File: src/pkg/gpr_pkg.sv
package gpr_pkg;
  localparam int GPR_PINS = 16;
  localparam logic [7:0] GPR_PULL_OFS = 8'h0C;
  localparam logic [7:0] GPR_ISTAT_OFS = 8'h10;
  localparam logic [7:0] GPR_OCTL_OFS = 8'h14;
  localparam logic [7:0] GPR_BSC_OFS = 8'h18;
  localparam logic [31:0] GPR_PULL_RST_FIRST = 32'h2400_0000;
  localparam logic [31:0] GPR_PULL_RST_OTHER = 32'h0000_0000;
  localparam logic [15:0] GPR_OCTL_RST = 16'h0000;
  localparam logic [15:0] GPR_ISTAT_RST = 16'h0000;
  localparam logic [1:0] GPR_PULL_FLOAT = 2'h0;
  localparam logic [1:0] GPR_PULL_UP = 2'h1;
  localparam logic [1:0] GPR_PULL_DOWN = 2'h2;
  localparam int GPR_SET_LSB = 0;
  localparam int GPR_CLR_LSB = 16;
endpackage

File: src/logic/gpr_port.sv
// Implementation choice: the APB interface to the registers.
`timescale 1ns/1ps
// Functional notes
// two-bit pull code per pin: 00 float, 01 pull-up, 10 pull-down, 11 reserved
// pull register resets to 0x24000000 on first port, zero elsewhere
// pin y pull field sits at bits 2y+1:2y, all read-write
// pull and output registers take byte, half-word or word writes per lane
// input status low half follows sampled pins; writes ignored
// software reads input status only as full words
// input status upper half reads zero; lower half tracks pins
// output bit y drives pin y level; resets zero, software writes
// output register read only as full words by software
// set/clear low half bit y written 1 sets output bit y
// set/clear bit 16+y written 1 clears output bit y
// set/clear register is write-only, reads zero, any width, stores nothing
// software keeps upper reserved halves at reset value when writing
// set and clear together for one pin: set wins
module gpr_port
  import gpr_pkg::*;
#(
  parameter bit FIRST_PORT = 1'b1
)
(
  input wire logic clock,
  input wire logic rst_n,
  input wire logic psel,
  input wire logic penable,
  input wire logic pwrite,
  input wire logic [7:0] paddr,
  input wire logic [31:0] pwdata,
  input wire logic [3:0] pstrb,
  output logic [31:0] prdata,
  output logic pready,
  output logic pslverr,
  input wire logic [15:0] pad_in,
  output logic [15:0] pad_out,
  output logic [15:0] pad_pull_up,
  output logic [15:0] pad_pull_down
);

  localparam logic [31:0] PULL_RST =
    FIRST_PORT ? GPR_PULL_RST_FIRST : GPR_PULL_RST_OTHER;

  function automatic logic [31:0] gpr_lane_merge(
    input logic [31:0] old_v,
    input logic [31:0] new_v,
    input logic [3:0] strb
  );
    logic [31:0] r;
    r = old_v;
    for (int i = 0; i < 4; i++)
    begin
      if (strb[i])
      begin
        r[8*i +: 8] = new_v[8*i +: 8];
      end
    end
    return r;
  endfunction

  // reserved code 11 matches neither code, so it drives neither resistor
  function automatic logic [15:0] gpr_pull_decode(
    input logic [31:0] v,
    input logic [1:0] code
  );
    logic [15:0] r;
    r = 16'h0000;
    for (int i = 0; i < GPR_PINS; i++)
    begin
      r[i] = v[2*i +: 2] == code;
    end
    return r;
  endfunction

  localparam logic [15:0] UP_RST =
    gpr_pull_decode(PULL_RST, GPR_PULL_UP);
  localparam logic [15:0] DOWN_RST =
    gpr_pull_decode(PULL_RST, GPR_PULL_DOWN);

  logic [31:0] pull_ff;
  logic [15:0] in_ff;
  logic [15:0] octl_ff;
  logic [31:0] rdata_ff;
  logic ready_ff;
  logic err_ff;
  logic [15:0] up_ff;
  logic [15:0] down_ff;

  // access phase: answer takes one wait cycle then completes
  wire setup_ok = psel && penable && !ready_ff;
  wire wr_en = setup_ok && pwrite;
  wire rd_en = setup_ok && !pwrite;
  wire hit_pull = paddr == GPR_PULL_OFS;
  wire hit_istat = paddr == GPR_ISTAT_OFS;
  wire hit_octl = paddr == GPR_OCTL_OFS;
  wire hit_bsc = paddr == GPR_BSC_OFS;
  wire mapped = hit_pull || hit_istat || hit_octl || hit_bsc;
  wire [31:0] strb_mask = {{8{pstrb[3]}}, {8{pstrb[2]}},
                           {8{pstrb[1]}}, {8{pstrb[0]}}};
  wire [31:0] bsc_eff = pwdata & strb_mask;
  wire [15:0] set_req = bsc_eff[GPR_SET_LSB +: 16];
  wire [15:0] clr_req = bsc_eff[GPR_CLR_LSB +: 16];
  wire [31:0] nxt_pull = (wr_en && hit_pull) ?
    gpr_lane_merge(pull_ff, pwdata, pstrb) : pull_ff;
  wire [31:0] octl_merge = gpr_lane_merge({16'h0000, octl_ff}, pwdata, pstrb);
  // set applied last so it wins a same-pin collision
  wire [15:0] octl_bsc = (octl_ff & ~clr_req) | set_req;
  wire [15:0] nxt_octl = (wr_en && hit_octl) ? octl_merge[15:0] :
    (wr_en && hit_bsc) ? octl_bsc : octl_ff;
  // reserved upper halves and the write-only register read zero
  wire [31:0] rd_mux = hit_pull ? pull_ff :
    hit_istat ? {16'h0000, in_ff} :
    hit_octl ? {16'h0000, octl_ff} : 32'h0000_0000;

  wire [15:0] nxt_up = gpr_pull_decode(nxt_pull, GPR_PULL_UP);
  wire [15:0] nxt_down = gpr_pull_decode(nxt_pull, GPR_PULL_DOWN);

  // decode the next value so the pad controls change with the register
  always_ff @(posedge clock or negedge rst_n)
  begin
    if (!rst_n)
    begin
      up_ff <= UP_RST;
      down_ff <= DOWN_RST;
    end
    else
    begin
      up_ff <= nxt_up;
      down_ff <= nxt_down;
    end
  end

  always_ff @(posedge clock or negedge rst_n)
  begin
    if (!rst_n)
    begin
      pull_ff <= PULL_RST;
    end
    else
    begin
      pull_ff <= nxt_pull;
    end
  end

  always_ff @(posedge clock or negedge rst_n)
  begin
    if (!rst_n)
    begin
      octl_ff <= GPR_OCTL_RST;
    end
    else
    begin
      octl_ff <= nxt_octl;
    end
  end

  // writes never reach the input snapshot
  always_ff @(posedge clock or negedge rst_n)
  begin
    if (!rst_n)
    begin
      in_ff <= GPR_ISTAT_RST;
    end
    else
    begin
      in_ff <= pad_in;
    end
  end

  always_ff @(posedge clock or negedge rst_n)
  begin
    if (!rst_n)
    begin
      ready_ff <= 1'b0;
    end
    else
    begin
      ready_ff <= setup_ok;
    end
  end

  always_ff @(posedge clock or negedge rst_n)
  begin
    if (!rst_n)
    begin
      err_ff <= 1'b0;
    end
    else
    begin
      err_ff <= setup_ok && !mapped;
    end
  end

  always_ff @(posedge clock or negedge rst_n)
  begin
    if (!rst_n)
    begin
      rdata_ff <= 32'h0000_0000;
    end
    else
    begin
      rdata_ff <= rd_en ? rd_mux : 32'h0000_0000;
    end
  end

  assign prdata = rdata_ff;
  assign pready = ready_ff;
  assign pslverr = err_ff;
  assign pad_out = octl_ff;
  assign pad_pull_up = up_ff;
  assign pad_pull_down = down_ff;
endmodule

File: config.mk
export PLATFORM = sky130hd
export DESIGN_NAME = gpr_port
export DESIGN_NICKNAME = d
export VERILOG_FILES = /design/src/pkg/gpr_pkg.sv /design/src/logic/gpr_port.sv
export SDC_FILE = /design/constraint.sdc
export NUM_CORES = 1
export LEC_CHECK = 0
export BUFFER_PORTS_ARGS = -buffer_cell sky130_fd_sc_hd__buf_4
export CORE_MARGIN = 2
export CORE_UTILIZATION = 45
export CTS_CLUSTER_DIAMETER = 30
export CTS_CLUSTER_SIZE = 25
export DETAILED_ROUTE_END_ITERATION = 10
export GPL_ROUTABILITY_DRIVEN = 0
export GPL_TIMING_DRIVEN = 0
export PLACE_DENSITY_LB_ADDON = 0.25
export SYNTH_ARGS = -nofsm -noshare
export SYNTH_HDL_FRONTEND = slang
export SYNTH_SLANG_ARGS = --single-unit
File: constraint.sdc
create_clock -name clock -period 2.74 [get_ports clock]
set_input_delay 0.685 -clock clock [delete_from_list [all_inputs] [get_ports clock]]
set_output_delay 0.685 -clock clock [all_outputs]
set_load 0.02 [all_outputs]
# Word level (Yosys, flattened, before mapping)
# Index checks and enable logic that the tools add are counted.
totals:
  word_cells: 81
  in_bits: 65
  register_bits: 130
  output_inout_bits: 82
classes:
  muxes: 13
  bitwise_logic: 4
  n_eq_ne: 38
  n_reduce_logical: 17
ops:
  columns: ["cell", "count"]
  rows:
  - ["two-way mux 32 bit", 3]
  - ["two-way mux 16 bit", 4]
  - ["two-way mux 8 bit", 6]
  - ["bitwise AND 32 bit", 1]
  - ["equality test 2 x 1 -> 1 bit (second input constant)", 16]
  - ["equality test 2 bit (second input constant)", 16]
  - ["equality test 8 x 5 -> 1 bit (second input constant)", 3]
  - ["bitwise AND 16 bit", 1]
  - ["inverter 16 bit", 1]
  - ["bitwise OR 16 bit", 1]
  - ["equality test 8 x 4 -> 1 bit (second input constant)", 1]
  - ["logical AND 1 bit", 8]
  - ["inequality test 2 bit (second input constant)", 2]
  - ["AND reduction 2 bit", 2]
  - ["zero test 1 bit", 3]
  - ["logical OR 1 bit", 3]
  - ["nonzero test 2 bit", 1]

# Longest topological paths before layout
depth:
  depth_word: 6
  mapped_depth: 7
  ltp_nobuf: 4

# Least setup slack after synthesis
# Ideal clock, no wire load.
synth_path:
  kind: "input-to-reg"
  startpoint: "input paddr[1]"
  endpoint: "register pull_ff[22]"
  path_buffers: 2
  path_slack_ns: 0.336
  required_time_ns: 2.615
  t_arrival_ns: 2.279
  setup_ns: 0.125
  cell_stages: 6
  path_cell_list: "or4_4 nor4_4 buf_6 nand3_4 buf_6 mux2_4"
synth_between:
  elab_chain_cells: 3
synth_lines:
  columns: ["item", "line_no", "rtl"]
  rows:
  - ["from (decl)", "gpr_port.sv:29", "input wire logic [7:0] paddr,"]
  - ["equality test 8 x 4 -> 1 bit", "gpr_port.sv:93", "wire hit_pull = paddr == GPR_PULL_OFS;"]
  - ["logical AND 1 bit", "gpr_port.sv:103", "wire [31:0] nxt_pull = (wr_en && hit_pull) ?"]
  - ["two-way mux 32 bit", "gpr_port.sv:103", null]
  - ["named net nxt_pull[22]", "gpr_port.sv:103", null]
  - ["to (signal assigned)", "gpr_port.sv:141", "pull_ff <= nxt_pull;"]
  - ["to (decl)", "gpr_port.sv:80", "logic [31:0] pull_ff;"]
# The timed path passes the listed nets, and every way through them passes these cells.
# A chain may end at the register's enable or synchronous reset.

# Worst setup path after layout
layout_path:
  startpoint: "register ready_ff, in the netlist pready"
  endpoint: "register octl_ff[12], in the netlist pad_out[12]"
layout_between:
  elab_chain_cells: 6
  elab_cells_between_ends: 9
  cone_classes: "eq/ne: 1; mux: 1; reduce/logical: 7"
layout_lines:
  columns: ["item", "line_no", "rtl"]
  rows:
  - ["from (decl)", "gpr_port.sv:84", "logic ready_ff;"]
  - ["from (signal assigned)", "gpr_port.sv:178", "ready_ff <= setup_ok;"]
  - ["zero test 1 bit *", "gpr_port.sv:90", "wire setup_ok = psel && penable && !ready_ff;"]
  - ["logical AND 1 bit *", "gpr_port.sv:90", null]
  - ["logical AND 1 bit *", "gpr_port.sv:91", "wire wr_en = setup_ok && pwrite;"]
  - ["logical AND 1 bit (on tied branches)", "gpr_port.sv:108, gpr_port.sv:109", null]
  - ["inequality test 2 bit (no line) / nonzero test 2 bit (equally long branches)", null, null]
  - ["AND reduction 2 bit (no line)", null, null]
  - ["to (signal assigned)", "gpr_port.sv:153", "octl_ff <= nxt_octl;"]
  - ["to (decl)", "gpr_port.sv:82", "logic [15:0] octl_ff;"]
# Every way passes the cells marked *; elsewhere a longest branch is shown, timed or not.

==> qor.csv <==
stage;metric;value;unit
placed_design;number of port buffers;144;
placed_design;Area after DPL;6830;sq um
logic_synthesis;Ys Warns;0;
power;sequential power share;0.431;
hold_path;min-delay worst type;in2async;
floorplanning;Initial Utilization;0.461;
power;PwrDens;609;nW/um^2
logic_synthesis;Yosys reg bits;130;
clocking;hold_buf cts;0;
clocking;CTS tree;done;
global_routing;largest net degree at the start of global routing;75;
placed_design;HPWL after DPL;9.24;mm
logic_synthesis;Synth area leaders;dfrtp_1, mux2_2, nand2b_1, mux2i_1, a22o_1;
routing;first-pass detailed-route iteration total;5;
sta;Final period util;0.875;
global_routing;number of global-route vias before repair;3894;
sta;TNS Setup;0;ns
logic_synthesis;top cell type by total area after synthesis;dfrtp_1;
logic_synthesis;synthesized instance count;433;
global_routing;global route overflow;0;
layout;Final Non-Filler Cells;757;
sta;worst slew pin tran;0.795;ns
worst_setup_path;Worst Setup End Kind;flop;
floorplanning;Boundary Pins;147;
power;sw frac;0.227;
power;Max rail drop VDD;514;uV
floorplanning;Die Footprint;13200;sq um
routing;drt total wl;12.9;mm
sta;final-report hold violation count;0;
clocking;Clock Pin Slew Worst Setup and Hold Paths;0.06;ns
layout;final instance area;7440;sq um
worst_setup_path;Worst Path Arrival;2.71;ns
flow_run;max-cap violation count;0;
worst_setup_path;crit start category;flop;
sta;worst setup margin;0.344;ns
sta;Max Slew Vio Count;0;
global_routing;GRT Total Usage;0.204;
clocking;H-tree levels;4;
clocking;Clock Tree Buf Depth;2;
sta;RSZ-0062 raised after global routing;no;
sta;Clock Skews;0.0103;ns
logic_synthesis;sequential element share of the synthesized area;0.589;
floorplanning;Die W;115;um
worst_setup_path;Worst EP required;3.05;ns
layout;most frequent cells in the layout;buf_4, dfrtp_1, nand2b_1;
global_routing;initial antenna violation count;0;
worst_setup_path;FF-to-FF Start;pready;
layout;n_diodes;0;
layout;most common cell after layout, fill and taps aside;buf_4;
routing;final antenna-violating net count;0;
power;combinational share of power;0.058;
clocking;CTS resizes;0;
logic_synthesis;Mapped Area;5540;sq um
power;clock power share;0.510;
placed_design;pre-CTS setup slack;-0.132;ns
layout;Util after Layout;0.619;
floorplanning;# rows;40;
worst_setup_path;CP Max Fanout;10;
clocking;post-CTS setup buffer count;0;
logic_synthesis;syn nets;498;
routing;vias post-DR;3859;
sta;slew margin rel.;0.466;
clocking;clock latency on the worst-skew pair;0.43;ns
floorplanning;Die H;115;um
layout;layout cells sized above 1;0.410;
worst_setup_path;CP startpoint;pready;
sta;Setup Viol. Count Final;0;
placed_design;Placed Cells;725;
outcome;status;completed;
worst_setup_path;WS Path Type;reg2reg;
logic_synthesis;Synth top area share;0.570;
layout;nets@finish;662;
routing;Starting DRT DRC Count;239;
logic_synthesis;Avg Inst Size Synth;12.8;sq um
routing;DR DRC count;0;
layout;P&R area growth vs syn;34.4;%
clocking;# clock sinks;130;
routing;DR vias/cell;5.10;
power;Pint;3.50;mW
sta;post-layout min period;2.40;ns
clocking;CTS Buf Count;17;
power;Leak;3.91;nW
clocking;clock root cell;clkbuf_16;
floorplanning;Core Area;12000;sq um
routing;routed len/inst;17.0;um
sta;fmax;417;MHz
logic_synthesis;unique cell type count in the Yosys netlist;34;
global_routing;first-pass GRT wire length;20.1;mm
power;Net Sw Power;1.03;mW
-- state kept, by name, indices dropped and copies added, names as in the netlist --
name and count:
pull_ff 32, pad_pull_up 16, pad_out 16, pslverr 1
pready 1, in_ff 16, pad_pull_down 16, prdata 32
-- stage by stage --
stage	hold WS [ns]	total power [mW]
CTS	0.231	4.58
floorplan	0.389	2.08
finish	0.222	4.53
detailed placement	0.503	2.26
global placement	0.493	2.24
global route	0.253	4.69
-- critical path, cell delays in order (launching register included) --
cell,delay [ns]
dfrtp_1,0.41
and4b_1,0.27
buf_1,0.42
nor4b_4,0.51
buf_2,0.31
nand3_1,0.15
a22o_1,0.20
-- cells by family (layout without fill, tap and decap cells) --
| family | Yosys count | after routing | synth area share |
|---|---|---|---|
| simple gates | 166 | 166 | 0.178 |
| flops | 130 | 130 | 0.589 |
| mux | 80 | 80 | 0.160 |
| compound gates | 35 | 35 | 0.0506 |
| buf+inv | 21 | 198 | 0.0215 |
| xor+xnor | 1 | 1 | 0.00158 |
-- final timing paths --
check	end	slack (ns)	depth (start not counted)
setup / recovery	pad_out[12]	0.34	6
hold / removal	prdata[25]	0.22	1
setup reg to reg	pad_out[12]	0.34	6
hold reg to reg	prdata[25]	0.51	1
max in group asynchronous	pull_ff[29]	1.79	2
min in group clock	in_ff[6]	0.36	1
-- synthesized netlist by cell type, drive strengths merged --
library cell / instances
or2: 2
nor4: 2
buf: 12
nor2b: 2
mux2: 48
dfrtp: 126
a21oi: 1
nor2: 17
nor4b: 1
nand2b: 65
nand3: 20
a21o: 2
xnor2: 1
or3: 1
or4: 1
and3: 2
and2: 16
nand2: 34
a22oi: 16
clkbuf: 8
a22o: 16
mux2i: 32
inv: 1
dfstp: 4
or4b: 1
and4b: 1
nor3b: 1
-- routing by layer --
layer  vias to the layer above  share of wire  global-route usage
met5                         -              0                   0
met4                         0          0.017              0.0715
met3                        23          0.078              0.0712
met2                       135           0.48               0.336
met1                      1876           0.43               0.252
li1                       1825              -                   -
-- layout make-up --
cell class,count,area (sq um)
flip-flops and latches,130,3260
repair buffers,145,1110
multi-input cells,282,2160
clock inverters,15,184
fillers,967,4570
plain buffers,20,115
inverters,1,3.75
well taps,147,184
clock buffers,17,425
-- power by group through the flow --
| stage | Sequential, mW | Combinational (mW) | Clock (mW) |
|---|---|---|---|
| floorplan | 2.00 | 0.0880 | 0 |
| global placement | 1.99 | 0.255 | 0 |
| detailed placement | 1.99 | 0.267 | 0 |
| CTS | 1.96 | 0.269 | 2.36 |
| global route | 1.96 | 0.292 | 2.44 |
| finish | 1.96 | 0.264 | 2.31 |
No activity file was read; power rests on OpenSTA's default activity.
